--- src/sop_pkg.sv ---
/*
 * Package for the setpoint offset and interpolation parameter block.
 * Holds object indices, subindices, field layouts, reset values, mode codes and carrier types.
 * Assumes an object-dictionary style access port: 16-bit index, 8-bit subindex, 32-bit data.
 */
package sop_pkg;
    localparam logic [15:0] IDX_VEL_UNIT = 16'h60a9;
    localparam logic [15:0] IDX_POS_OFS = 16'h60b0;
    localparam logic [15:0] IDX_SPD_OFS = 16'h60b1;
    localparam logic [15:0] IDX_TRQ_OFS = 16'h60b2;
    localparam logic [15:0] IDX_INTERP_REC = 16'h60c1;
    localparam logic [15:0] IDX_INTERP_PER = 16'h60c2;
    localparam logic [7:0] SUB_COUNT = 8'h00;
    localparam logic [7:0] SUB_FIRST = 8'h01;
    localparam logic [7:0] SUB_SECOND = 8'h02;
    localparam int VU_TIME_LSB = 8;
    localparam int VU_POS_LSB = 16;
    localparam int VU_EXP_LSB = 24;
    localparam logic [7:0] VU_RSVD_VAL = 8'h00;
    localparam logic [31:0] VEL_UNIT_RST = 32'h00b44700;
    localparam logic [31:0] POS_OFS_RST = 32'h00000000;
    localparam logic [31:0] SPD_OFS_RST = 32'h00000000;
    localparam logic [15:0] TRQ_OFS_RST = 16'h0000;
    localparam logic [31:0] DEMAND_RST = 32'h00000000;
    localparam logic [7:0] REC_COUNT_VAL = 8'h01;
    localparam logic [7:0] PER_COUNT_VAL = 8'h02;
    localparam logic [7:0] PER_VALUE_RST = 8'h01;
    localparam logic [7:0] PER_EXP_RST = 8'hfd;
    localparam logic [31:0] ZERO32 = 32'h00000000;
    localparam logic [15:0] ZERO16 = 16'h0000;
    localparam logic [7:0] ZERO8 = 8'h00;
    // Operating mode codes of the mode-of-operation object
    localparam logic [7:0] MODE_IP = 8'h07;
    localparam logic [7:0] MODE_CSP = 8'h08;
    localparam logic [7:0] MODE_CSV = 8'h09;
    localparam logic [7:0] MODE_CST = 8'h0a;
    localparam logic [7:0] MODE_CLKDIR = 8'hff;

    typedef struct packed {
        logic wr;
        logic rd;
        logic [15:0] index;
        logic [7:0] subindex;
        logic [31:0] wdata;
    } sop_req_type;

    typedef struct packed {
        logic [31:0] pos;
        logic [31:0] spd;
        logic [15:0] trq;
    } sop_set_type;

    typedef enum logic [1:0] {
        SOP_ANS_OK = 2'b00,
        SOP_ANS_NO_OBJ = 2'b01,
        SOP_ANS_RO = 2'b10
    } sop_ans_type;
endpackage

--- src/sop_setpoint_params.sv ---
/*
 * Setpoint offset, interpolated demand and interpolation period parameters.
 * Assumes one clock per bus access; i_ctrl_tick marks a control cycle and i_sync a sync event.
 */
`timescale 1ns/1ps
// Functional notes
// - velocity unit packs time, position, exponent fields
// - position offset added only in CSP
// - speed offset in CSP, CSV, clock-direction
// - torque offset in CSP, CST, clock-direction
// - demand position taken over at next sync
// - cycle time is period times ten-power exponent
// - period value defaults to one
module sop_setpoint_params
    import sop_pkg::*;
(
    input wire logic i_clk,
    input wire logic i_rstn,
    input wire sop_req_type i_req,
    input wire logic [7:0] i_mode,
    input wire logic i_ctrl_tick,
    input wire logic i_sync,
    input wire sop_set_type i_set,
    output sop_set_type o_set,
    output logic [31:0] o_demand_pos,
    output logic o_demand_valid,
    output logic [7:0] o_period_value,
    output logic signed [7:0] o_period_exp,
    output logic o_ack,
    output sop_ans_type o_ans,
    output logic [31:0] o_rdata
);
    logic [31:0] vel_unit_reg;
    logic [31:0] pos_ofs_reg;
    logic [31:0] spd_ofs_reg;
    logic [15:0] trq_ofs_reg;
    logic [31:0] demand_pend_reg;
    logic pend_reg;
    logic [31:0] demand_reg;
    logic demand_valid_reg;
    logic [7:0] per_val_reg;
    logic [7:0] per_exp_reg;
    sop_set_type set_reg;
    logic ack_reg;
    sop_ans_type ans_reg;
    logic [31:0] rdata_reg;

    function automatic logic hit(input logic [15:0] idx, input logic [7:0] sub,
                                 input logic [15:0] want_idx, input logic [7:0] want_sub);
        hit = (idx == want_idx) && (sub == want_sub);
    endfunction

    // Object decode, subindex 0 for plain variables
    wire logic acc = i_req.wr | i_req.rd;
    wire logic hit_vu = hit(i_req.index, i_req.subindex, IDX_VEL_UNIT, SUB_COUNT);
    wire logic hit_po = hit(i_req.index, i_req.subindex, IDX_POS_OFS, SUB_COUNT);
    wire logic hit_so = hit(i_req.index, i_req.subindex, IDX_SPD_OFS, SUB_COUNT);
    wire logic hit_to = hit(i_req.index, i_req.subindex, IDX_TRQ_OFS, SUB_COUNT);
    wire logic hit_rc = hit(i_req.index, i_req.subindex, IDX_INTERP_REC, SUB_COUNT);
    wire logic hit_rd = hit(i_req.index, i_req.subindex, IDX_INTERP_REC, SUB_FIRST);
    wire logic hit_pc = hit(i_req.index, i_req.subindex, IDX_INTERP_PER, SUB_COUNT);
    wire logic hit_pv = hit(i_req.index, i_req.subindex, IDX_INTERP_PER, SUB_FIRST);
    wire logic hit_pe = hit(i_req.index, i_req.subindex, IDX_INTERP_PER, SUB_SECOND);
    wire logic hit_ro = hit_rc | hit_pc;
    wire logic hit_any = hit_vu | hit_po | hit_so | hit_to | hit_rd | hit_pv | hit_pe | hit_ro;
    wire logic wr_ok = i_req.wr & hit_any & ~hit_ro;

    // Reserved low byte forced to zero on write
    wire logic [31:0] vu_wval = {i_req.wdata[31:VU_TIME_LSB], VU_RSVD_VAL};

    wire logic [31:0] rd_mux =
        hit_vu ? vel_unit_reg :
        hit_po ? pos_ofs_reg :
        hit_so ? spd_ofs_reg :
        hit_to ? {{16{trq_ofs_reg[15]}}, trq_ofs_reg} :
        hit_rc ? {24'h000000, REC_COUNT_VAL} :
        hit_rd ? demand_pend_reg :
        hit_pc ? {24'h000000, PER_COUNT_VAL} :
        hit_pv ? {24'h000000, per_val_reg} :
        hit_pe ? {{24{per_exp_reg[7]}}, per_exp_reg} : ZERO32;

    wire sop_ans_type ans_next = !hit_any ? SOP_ANS_NO_OBJ : (i_req.wr && hit_ro) ? SOP_ANS_RO : SOP_ANS_OK;

    // Mode gating of each offset
    wire logic pos_en = (i_mode == MODE_CSP);
    wire logic spd_en = (i_mode == MODE_CSP) | (i_mode == MODE_CSV) | (i_mode == MODE_CLKDIR);
    wire logic trq_en = (i_mode == MODE_CSP) | (i_mode == MODE_CST) | (i_mode == MODE_CLKDIR);
    wire logic [31:0] pos_add = pos_en ? pos_ofs_reg : ZERO32;
    wire logic [31:0] spd_add = spd_en ? spd_ofs_reg : ZERO32;
    wire logic [15:0] trq_add = trq_en ? trq_ofs_reg : ZERO16;
    wire sop_set_type set_next = '{pos: i_set.pos + pos_add, spd: i_set.spd + spd_add, trq: i_set.trq + trq_add};

    // Register file
    always_ff @(posedge i_clk or negedge i_rstn) begin
        if (!i_rstn) begin
            vel_unit_reg <= VEL_UNIT_RST;
            pos_ofs_reg <= POS_OFS_RST;
            spd_ofs_reg <= SPD_OFS_RST;
            trq_ofs_reg <= TRQ_OFS_RST;
            per_val_reg <= PER_VALUE_RST;
            per_exp_reg <= PER_EXP_RST;
        end else if (wr_ok) begin
            if (hit_vu) vel_unit_reg <= vu_wval;
            if (hit_po) pos_ofs_reg <= i_req.wdata;
            if (hit_so) spd_ofs_reg <= i_req.wdata;
            if (hit_to) trq_ofs_reg <= i_req.wdata[15:0];
            if (hit_pv) per_val_reg <= i_req.wdata[7:0];
            if (hit_pe) per_exp_reg <= i_req.wdata[7:0];
        end
    end

    // Demand held pending until the sync event; a write in the sync cycle waits for the next one
    always_ff @(posedge i_clk or negedge i_rstn) begin
        if (!i_rstn) begin
            demand_pend_reg <= DEMAND_RST;
            pend_reg <= 1'b0;
            demand_reg <= DEMAND_RST;
            demand_valid_reg <= 1'b0;
        end else begin
            if (i_sync && pend_reg) begin
                demand_reg <= demand_pend_reg;
            end
            demand_valid_reg <= i_sync & pend_reg;
            if (wr_ok && hit_rd) begin
                demand_pend_reg <= i_req.wdata;
                pend_reg <= 1'b1;
            end else if (i_sync) begin
                pend_reg <= 1'b0;
            end
        end
    end

    // Set values updated once per control cycle
    always_ff @(posedge i_clk or negedge i_rstn) begin
        if (!i_rstn) begin
            set_reg <= '0;
        end else if (i_ctrl_tick) begin
            set_reg <= set_next;
        end
    end

    always_ff @(posedge i_clk or negedge i_rstn) begin
        if (!i_rstn) begin
            ack_reg <= 1'b0;
            ans_reg <= SOP_ANS_OK;
            rdata_reg <= ZERO32;
        end else begin
            ack_reg <= acc;
            ans_reg <= acc ? ans_next : SOP_ANS_OK;
            rdata_reg <= (i_req.rd && hit_any) ? rd_mux : ZERO32;
        end
    end

    assign o_set = set_reg;
    assign o_demand_pos = demand_reg;
    assign o_demand_valid = demand_valid_reg;
    assign o_period_value = per_val_reg;
    assign o_period_exp = per_exp_reg;
    assign o_ack = ack_reg;
    assign o_ans = ans_reg;
    assign o_rdata = rdata_reg;

    AST_VU_RSVD: assert property (@(posedge i_clk) disable iff (!i_rstn)
        vel_unit_reg[VU_TIME_LSB-1:0] == VU_RSVD_VAL) else $error("velocity unit reserved byte not zero");
    AST_POS_GATE: assert property (@(posedge i_clk) disable iff (!i_rstn)
        i_ctrl_tick ##1 1'b1 |-> o_set.pos == $past(i_set.pos) + ($past(i_mode) == MODE_CSP ? $past(pos_ofs_reg) : ZERO32))
        else $error("position offset gating wrong");
    AST_SPD_GATE: assert property (@(posedge i_clk) disable iff (!i_rstn)
        i_ctrl_tick && i_mode != MODE_CSP && i_mode != MODE_CSV && i_mode != MODE_CLKDIR
        |=> o_set.spd == $past(i_set.spd))
        else $error("speed offset applied in excluded mode");
    AST_SPD_ADD: assert property (@(posedge i_clk) disable iff (!i_rstn)
        i_ctrl_tick && i_mode == MODE_CSV |=> o_set.spd == $past(i_set.spd) + $past(spd_ofs_reg))
        else $error("speed offset not applied in CSV");
    AST_TRQ_GATE: assert property (@(posedge i_clk) disable iff (!i_rstn)
        i_ctrl_tick && i_mode == MODE_CSV |=> o_set.trq == $past(i_set.trq)) else $error("torque offset in CSV");
    AST_TRQ_ADD: assert property (@(posedge i_clk) disable iff (!i_rstn)
        i_ctrl_tick && i_mode == MODE_CST |=> o_set.trq == $past(i_set.trq) + $past(trq_ofs_reg))
        else $error("torque offset not applied in CST");
    AST_DEMAND_HOLD: assert property (@(posedge i_clk) disable iff (!i_rstn)
        !i_sync |=> $stable(o_demand_pos)) else $error("demand changed without sync");
    AST_DEMAND_TAKE: assert property (@(posedge i_clk) disable iff (!i_rstn)
        wr_ok && hit_rd ##1 i_sync |=> o_demand_pos == $past(i_req.wdata, 2) && o_demand_valid)
        else $error("demand not taken at sync");
    AST_PER_WRITE: assert property (@(posedge i_clk) disable iff (!i_rstn)
        wr_ok && hit_pv |=> o_period_value == $past(i_req.wdata[7:0])) else $error("period value not written");
    AST_NO_TICK: assert property (@(posedge i_clk) disable iff (!i_rstn)
        !i_ctrl_tick |=> $stable(o_set)) else $error("set values changed off cycle");

    // Access port answer: one-cycle acknowledge, code and data
    AST_ACK_ANSWER: assert property (@(posedge i_clk) disable iff (!i_rstn)
        acc |=> o_ack)
        else $error("access not acknowledged");
    AST_ACK_IDLE: assert property (@(posedge i_clk) disable iff (!i_rstn)
        !acc |=> !o_ack)
        else $error("acknowledge without access");
    AST_ANS_MISS: assert property (@(posedge i_clk) disable iff (!i_rstn)
        acc && !hit_any |=> o_ans == SOP_ANS_NO_OBJ && o_rdata == ZERO32)
        else $error("unknown object not refused");
    AST_ANS_RO: assert property (@(posedge i_clk) disable iff (!i_rstn)
        i_req.wr && hit_ro |=> o_ans == SOP_ANS_RO)
        else $error("write to read-only entry not refused");
    AST_ANS_OK: assert property (@(posedge i_clk) disable iff (!i_rstn)
        acc && hit_any && !(i_req.wr && hit_ro) |=> o_ans == SOP_ANS_OK)
        else $error("legal access refused");
    AST_ANS_IDLE: assert property (@(posedge i_clk) disable iff (!i_rstn)
        !acc |=> o_ans == SOP_ANS_OK)
        else $error("answer code without access");
    AST_RDATA_IDLE: assert property (@(posedge i_clk) disable iff (!i_rstn)
        !i_req.rd |=> o_rdata == ZERO32)
        else $error("read data without read");
    AST_REC_COUNT: assert property (@(posedge i_clk) disable iff (!i_rstn)
        i_req.rd && hit_rc |=> o_rdata == {24'h000000, REC_COUNT_VAL})
        else $error("record entry count wrong");
    AST_PER_COUNT: assert property (@(posedge i_clk) disable iff (!i_rstn)
        i_req.rd && hit_pc |=> o_rdata == {24'h000000, PER_COUNT_VAL})
        else $error("period entry count wrong");

    // Register writes land only on a legal hit, reads return the held value
    AST_VU_WRITE: assert property (@(posedge i_clk) disable iff (!i_rstn)
        wr_ok && hit_vu |=> vel_unit_reg == {$past(i_req.wdata[31:VU_TIME_LSB]), VU_RSVD_VAL})
        else $error("velocity unit fields not written");
    AST_VU_HOLD: assert property (@(posedge i_clk) disable iff (!i_rstn)
        !(wr_ok && hit_vu) |=> $stable(vel_unit_reg))
        else $error("velocity unit changed without write");
    AST_VU_READ: assert property (@(posedge i_clk) disable iff (!i_rstn)
        i_req.rd && hit_vu |=> o_rdata == $past(vel_unit_reg))
        else $error("velocity unit read wrong");
    AST_PO_WRITE: assert property (@(posedge i_clk) disable iff (!i_rstn)
        wr_ok && hit_po |=> pos_ofs_reg == $past(i_req.wdata))
        else $error("position offset not written");
    AST_PO_READ: assert property (@(posedge i_clk) disable iff (!i_rstn)
        i_req.rd && hit_po |=> o_rdata == $past(pos_ofs_reg))
        else $error("position offset read wrong");
    AST_SO_WRITE: assert property (@(posedge i_clk) disable iff (!i_rstn)
        wr_ok && hit_so |=> spd_ofs_reg == $past(i_req.wdata))
        else $error("speed offset not written");
    AST_SO_READ: assert property (@(posedge i_clk) disable iff (!i_rstn)
        i_req.rd && hit_so |=> o_rdata == $past(spd_ofs_reg))
        else $error("speed offset read wrong");
    AST_TO_WRITE: assert property (@(posedge i_clk) disable iff (!i_rstn)
        wr_ok && hit_to |=> trq_ofs_reg == $past(i_req.wdata[15:0]))
        else $error("torque offset not written");
    AST_TO_READ: assert property (@(posedge i_clk) disable iff (!i_rstn)
        i_req.rd && hit_to |=> $signed(o_rdata) == $signed($past(trq_ofs_reg)))
        else $error("torque offset read not sign-extended");
    AST_OFS_HOLD: assert property (@(posedge i_clk) disable iff (!i_rstn)
        !wr_ok |=> $stable(pos_ofs_reg) && $stable(spd_ofs_reg) && $stable(trq_ofs_reg))
        else $error("offset changed without write");
    AST_MISS_NO_WRITE: assert property (@(posedge i_clk) disable iff (!i_rstn)
        i_req.wr && (!hit_any || hit_ro) |=> $stable(vel_unit_reg) && $stable(per_val_reg) && $stable(per_exp_reg))
        else $error("refused write changed a register");

    // Interpolation period fields
    AST_PV_HOLD: assert property (@(posedge i_clk) disable iff (!i_rstn)
        !(wr_ok && hit_pv) |=> $stable(o_period_value))
        else $error("period value changed without write");
    AST_PV_READ: assert property (@(posedge i_clk) disable iff (!i_rstn)
        i_req.rd && hit_pv |=> o_rdata == {24'h000000, $past(o_period_value)})
        else $error("period value read wrong");
    AST_PE_WRITE: assert property (@(posedge i_clk) disable iff (!i_rstn)
        wr_ok && hit_pe |=> o_period_exp == $signed($past(i_req.wdata[7:0])))
        else $error("period exponent not written");
    AST_PE_HOLD: assert property (@(posedge i_clk) disable iff (!i_rstn)
        !(wr_ok && hit_pe) |=> $stable(o_period_exp))
        else $error("period exponent changed without write");
    AST_PE_READ: assert property (@(posedge i_clk) disable iff (!i_rstn)
        i_req.rd && hit_pe |=> $signed(o_rdata) == $past(o_period_exp))
        else $error("period exponent read not sign-extended");

    // Offset gating in the remaining modes, modes spelled out against the decode
    AST_PO_EXCL: assert property (@(posedge i_clk) disable iff (!i_rstn)
        i_ctrl_tick && i_mode != MODE_CSP |=> o_set.pos == $past(i_set.pos))
        else $error("position offset applied outside CSP");
    AST_SPD_CSP: assert property (@(posedge i_clk) disable iff (!i_rstn)
        i_ctrl_tick && i_mode == MODE_CSP |=> o_set.spd == $past(i_set.spd) + $past(spd_ofs_reg))
        else $error("speed offset not applied in CSP");
    AST_SPD_CLKDIR: assert property (@(posedge i_clk) disable iff (!i_rstn)
        i_ctrl_tick && i_mode == MODE_CLKDIR |=> o_set.spd == $past(i_set.spd) + $past(spd_ofs_reg))
        else $error("speed offset not applied in clock-direction mode");
    AST_TRQ_CSP: assert property (@(posedge i_clk) disable iff (!i_rstn)
        i_ctrl_tick && i_mode == MODE_CSP |=> o_set.trq == $past(i_set.trq) + $past(trq_ofs_reg))
        else $error("torque offset not applied in CSP");
    AST_TRQ_CLKDIR: assert property (@(posedge i_clk) disable iff (!i_rstn)
        i_ctrl_tick && i_mode == MODE_CLKDIR |=> o_set.trq == $past(i_set.trq) + $past(trq_ofs_reg))
        else $error("torque offset not applied in clock-direction mode");
    AST_TRQ_EXCL: assert property (@(posedge i_clk) disable iff (!i_rstn)
        i_ctrl_tick && i_mode != MODE_CSP && i_mode != MODE_CST && i_mode != MODE_CLKDIR
        |=> o_set.trq == $past(i_set.trq))
        else $error("torque offset applied in excluded mode");

    // Demand takeover: a write in a sync cycle waits, an empty sync does nothing
    AST_DEMAND_LATE: assert property (@(posedge i_clk) disable iff (!i_rstn)
        wr_ok && hit_rd && i_sync |=> pend_reg && demand_pend_reg == $past(i_req.wdata))
        else $error("write in sync cycle not kept pending");
    AST_SYNC_CLEAR: assert property (@(posedge i_clk) disable iff (!i_rstn)
        i_sync && !(wr_ok && hit_rd) |=> !pend_reg)
        else $error("pending demand not cleared at sync");
    AST_VALID_ONLY: assert property (@(posedge i_clk) disable iff (!i_rstn)
        !(i_sync && pend_reg) |=> !o_demand_valid)
        else $error("demand valid without takeover");
    AST_VALID_DEMAND: assert property (@(posedge i_clk) disable iff (!i_rstn)
        o_demand_valid |-> o_demand_pos == $past(demand_pend_reg))
        else $error("taken demand differs from pending value");
    AST_RD_PEND: assert property (@(posedge i_clk) disable iff (!i_rstn)
        i_req.rd && hit_rd |=> o_rdata == $past(demand_pend_reg))
        else $error("demand read does not return pending value");
endmodule // sop_setpoint_params

--- config.mk ---
export PLATFORM = sky130hd
export DESIGN_NAME = sop_setpoint_params
export DESIGN_NICKNAME = d
export VERILOG_FILES = /design/src/sop_pkg.sv /design/src/sop_setpoint_params.sv
export SDC_FILE = /design/constraint.sdc
export NUM_CORES = 1
export LEC_CHECK = 0
export BUFFER_PORTS_ARGS = -buffer_cell sky130_fd_sc_hd__buf_2
export CAP_MARGIN = 20
export CELL_PAD_IN_SITES_DETAIL_PLACEMENT = 1
export CELL_PAD_IN_SITES_GLOBAL_PLACEMENT = 2
export CORE_AREA = 2 2 219 199
export DETAILED_ROUTE_END_ITERATION = 7
export DIE_AREA = 0 0 221 201
export HOLD_SLACK_MARGIN = 0.1
export PLACE_DENSITY_LB_ADDON = 0.1
export SLEW_MARGIN = 40
export SYNTH_ARGS = -nofsm -noshare
export SYNTH_HDL_FRONTEND = slang
export SYNTH_SLANG_ARGS = --single-unit
--- constraint.sdc ---
create_clock -name i_clk -period 6.2 [get_ports i_clk]
set_input_delay 0.93 -clock i_clk [delete_from_list [all_inputs] [get_ports i_clk]]
set_output_delay 0.93 -clock i_clk [all_outputs]
set_load 0.05 [all_outputs]
== Word level (Yosys, flattened, before mapping) ==
Cells that the tools add are included.

* Register bits: 301
* Latch bits: 0
* Bits in writable memories: 0
* Memory bits (read-only): 0
* Memories: 0

* Add/subtract/negate cells: 3
* Multipliers: 0
* Div/mod/pow operators: 0
* Magnitude comparators: 0
* Equal/unequal tests: 12
* Shift operators: 0
* Muxes and demuxes: 18
* Bitwise gates (word level): 17
* Reduce and logical (&&, ||, !) cells: 21

{| class="wikitable"
|+ Operator list
! kind !! count
|-
| 2-to-1 mux 32 bit || 12
|-
| == test 16 x 15 -> 1 bit (second input constant) || 6
|-
| adder 32 bit || 2
|-
| == test 8 x 4 -> 1 bit (second input constant) || 3
|-
| adder 16 bit || 1
|-
| 2-to-1 mux 16 bit || 1
|-
| logical AND 1 bit || 13
|-
| OR 1 bit || 13
|-
| AND reduction 2 bit || 6
|-
| == test 8 x 1 -> 1 bit (second input constant) || 1
|-
| == test 8 x 2 -> 1 bit (second input constant) || 1
|-
| == test 8 bit (second input constant) || 1
|-
| logical NOT 8 bit || 1
|-
| 2-to-1 mux 2 bit || 3
|-
| bitwise AND 1 bit || 3
|-
| 2-to-1 mux 1 bit || 2
|-
| nonzero test 2 bit || 1
|-
| inverter 1 bit || 1
|}

== Logic depth before layout (Yosys ltp) ==
* Depth after elaboration: 13
* Gate-level depth with buffers: 15
* Depth with buffers taken out: 14

== Worst setup path before layout ==
OpenSTA, ideal clock, no wires.

* Path kind: in2reg
* Start: in i_mode[4]
* End: reg set_reg, in the netlist o_set[43]
* Setup time: 0.125 ns
* Arrival: 4.067 ns
* Required time: 6.075 ns
* Path slack: 2.008 ns
* Cell stages on the path: 14
* Buffers on the path: 1
* Cell sequence: nor4_1 -> nand3b_1 -> o21a_1 -> clkbuf_1 -> nor2b_1 -> ha_1 -> a2111oi_0 -> o21ai_0 -> a41oi_1 -> o21ai_0 -> a21oi_1 -> o311ai_0 -> xor2_1 -> mux2_2

* Word-level cells in the longest chain between the ends: 5

{| class="wikitable"
|+ RTL lines
! element !! line !! RTL
|-
| from (decl) || sop_setpoint_params.sv:20 || <nowiki>input wire logic [7:0] i_mode,</nowiki>
|-
| == test 8 x 4 -> 1 bit || sop_setpoint_params.sv:86 || <nowiki>wire logic spd_en = (i_mode == MODE_CSP) | (i_mode == MODE_CSV) | (i_mode == MODE_CLKDIR);</nowiki>
|-
| OR 1 bit || sop_setpoint_params.sv:86 ||
|-
| OR 1 bit (*) || sop_setpoint_params.sv:86 ||
|-
| 2-to-1 mux 32 bit (*) || sop_setpoint_params.sv:89 || <nowiki>wire logic [31:0] spd_add = spd_en ? spd_ofs_reg : ZERO32;</nowiki>
|-
| adder 32 bit (*) || sop_setpoint_params.sv:91 || <nowiki>wire sop_set_type set_next = '{pos: i_set.pos + pos_add, spd: i_set.spd + spd_add, trq: i_set.trq + trq_add};</nowiki>
|-
| to (signal assigned) || sop_setpoint_params.sv:138 || <nowiki>set_reg <= set_next;</nowiki>
|-
| to (decl) || sop_setpoint_params.sv:43 || <nowiki>sop_set_type set_reg;</nowiki>
|}

Mark *: on every way between the ends. The rest lies on a longest branch, timed or not.
A chain may end at the register's enable or synchronous reset.

== Final worst setup path ==
Ends and elaborated chain as after synthesis.

==> impl_results.md <==
- Status: finished clean
- Max FFs per register: 80
- Largest stage delay on the critical path: ~0.5 ns
- Finished Core Util: 0.4747
- Max-cap violations: 0
- Starting density of the core: 0.3941
- Worst r2r src: spd_ofs_reg[4]
- Lkg Pwr: just over 10 nW
- Hold-fix buffers, CTS: 0
- Post CTS Setup Buffer Count: 0
- Hold Violations, Final: 0
- Reg2Reg Depth: 10
- Detailed placement HPWL: approximately 42 mm
- # rows: between 70 and 80
- CTS tree: built
- Final slew viol count: 0
- Worst endpoint required time: between 6 and 7 ns
- Mux contribution to synthesized area: 0.1861
- Synth top area cells: dfrtp_1 (43%), mux2_4 (10%), mux2_2 (8.3%)
- Final Cycle Share: 0.7262
- Synthesized Nets: around 1700
- Routed len/inst: 23.94 microns
- Total core area: 0.04243 sq mm
- GRT overflow: 0
- Worst slew margin: 0.4325
- Ys flop type: dfrtp_1
- Clock H-tree levels: 2
- Residual DRC count: 0
- Min Hold Slack: around 0.26 ns
- IO Pins: around 310
- Crit Path Class: primary input to flop
- Crit-path leading delay family: compound AO/OA/AOI/OAI gates
- Fillcell total: 4620
- Antenna violations before repair: 6
- Synth unique cells: 80
- Most frequent CP cell: o21ai_0
- Worst skew pair latency: ~0.57 ns
- Routed WL: ~55 mm
- 1st-iter DRT viols: between 500 and 600
- Vias post-DR: ~13000
- Antenna Nets Post-Route: 0
- Vias in the first global route: ~14000
- Slowest CP cell: a2111oi_0
- Clock root cell: clkbuf_16
- Synth Area in XOR/XNOR: 0.03142
- RR Endpoint: o_set[43]
- Largest family of logic cells by synthesized area: multiplexers
- Buffer and inverter count on the worst path: 1
- Max clock buf depth: 3
- Die Area: between 0.04 and 0.05 sq mm
- Simple-Gate Fraction of Synth Area: 0.1075
- Crit-path cells: buf_2 -> nor4_1 -> nand3b_1 -> o21a_1 -> nor2b_1 -> ha_1 -> a2111oi_0 -> o21ai_0 -> a41oi_1 -> o21ai_0 -> a21oi_1 -> o311ai_0 -> xor2_1 -> mux2_2
- Setup TNS Final: 0 ns
- Syn. warnings: 0
- GRT Util Overall: 0.2484
- EDFF count, synth: 0
- Peak Freq: 0.2221 GHz
- Die H: around 200 microns
- Clock skew: 0.02464 ns
- Clock Sinks: around 300
- Setup violators final: 0
- Clock Pin Slew Worst Setup and Hold Paths: 0.06 ns
- Design Power: just under 5 mW
- Post-synth top cells: dfrtp_1 (285), mux2_2 (124), mux2_4 (111)
- Buffers on Ports: approximately 310
- Mapped Cells: about 1400
- Layout Nets: about 2000
- Syn avg cell area: 11.72 sq um
- Layout cells sized above 1: 0.3800
- Leading area contributor after synthesis: dfrtp_1
- Worst-Margin Slew: between 0.8 and 0.9 ns
- Worst EP arrival: about 4.9 ns
- Post-synth ARST share: 1.000
- DRT Pass-1 Iters: 5
- Setup slack, reg-to-reg: roughly 2.5 ns
- Via/cell ratio: between 5 and 6
- Fin crit period: around 4.5 ns
- CP Launch Type: primary input
- Post-Synth Adder-Cell Area: 0.06120
- Largest net degree at the start of global routing: 144
- Post-synthesis sequential area ratio: 0.4516
- Multi-input logic area: between 0.008 and 0.009 sq mm
- Gates resized, CTS repair: 0
- Compound-Gate Fraction of Synth Area: 0.1359
- Crit-path max FO: 6
- Hold/Removal Path Class: primary input to asynchronous set/reset pin
- Flop and latch count out of synthesis: approximately 300
- Pwr per Cell Area: ~240 mW/mm^2
- FF/Latch Area: about 0.0076 sq mm
- Mapped cell area: around 0.017 sq mm
- Die Wd: around 220 microns
- Layout area overhead: 20.45%
- VDD IR max: around 0.23 mV
- Crit end category: flop
- Placer Congestion: slightly below 0.9
- First-pass GRT wire length: 84.97 mm
- TritonCTS Buffers: 37
- Share of the synthesized area in the top cell type: 0.4265
- Count leader, synth: dfrtp_1
- RSZ-0062 raised after global routing: false
-- worst register-to-register path, cell delays in order, from the launching register on --
cell,delay [ns]
dfrtp_1,0.40
nor2b_1,0.15
ha_1,0.35
a2111oi_0,0.50
o21ai_0,0.33
a41oi_1,0.49
o21ai_0,0.28
a21oi_1,0.38
o311ai_0,0.23
xor2_1,0.18
mux2_2,0.28
-- how the worst max path moves through the flow --
stage                     cells after the start      start  slack [ns]         to
after detailed placement                     14  i_mode[4]        1.17  o_set[43]
final                                        14  i_mode[4]        1.70  o_set[43]
after global routing                         14  i_mode[4]        1.30  o_set[43]
after floorplan                              14  i_mode[4]        2.01  o_set[43]
after CTS                                    14  i_mode[4]        1.74  o_set[43]
after global placement                       14  i_mode[4]        1.37  o_set[43]
-- cells in the final DEF, fill, tap and decap left out, types with 37 or more instances in the layout --
master,n
a21oi_1,85
and2_1,40
buf_2,311
clkbuf_16,37
dfrtp_1,285
ha_1,77
mux2_2,124
mux2_4,111
nand2_1,55
nor2_1,55
nor2b_1,51
o21ai_0,42
xnor2_1,37
-- cells by family (layout without fill, tap and decap cells) --
family	after synthesis	in the layout
xor+xnor	60	60
other cells	0	2
buf+inv	90	421
compound gates	334	334
flops	301	301
mux	240	240
simple gates	322	322
fa+ha+maj	80	80
-- routing by layer --
layer,track usage,routed length (microns)
met3,0.03674,2170
met1,0.3751,28060
met2,0.3776,24450
met5,0,13
met4,0.05034,718
-- area by class of cell --
class                      instances  area share
tap                              555     0.03447
multi-input combinational       1036      0.4344
sequential                       301      0.3749
timing repair buffer             329     0.08696
clock inverter                    12     0.01050
inverter                          27    0.005031
clock buffer                      53     0.05342
antenna                            2   0.0002485
-- power breakdown --
part	switching [mW]	total, mW	internal, mW
clock network	0.892	2.28	1.39
registers	0.0300	2.05	2.02
logic	0.388	0.548	0.159
-- metrics by stage --
step | area [sq um] | setup WS [ns] | instances
global route | 20140 | 1.297 | 2314
global placement | 18790 | 1.370 | 2246
CTS | 20110 | 1.745 | 2312
floorplan | 16720 | 2.008 | 1427
detailed placement | 18820 | 1.168 | 2247
finish | 20140 | 1.698 | 2315
No activity file was read; power rests on OpenSTA's default activity.
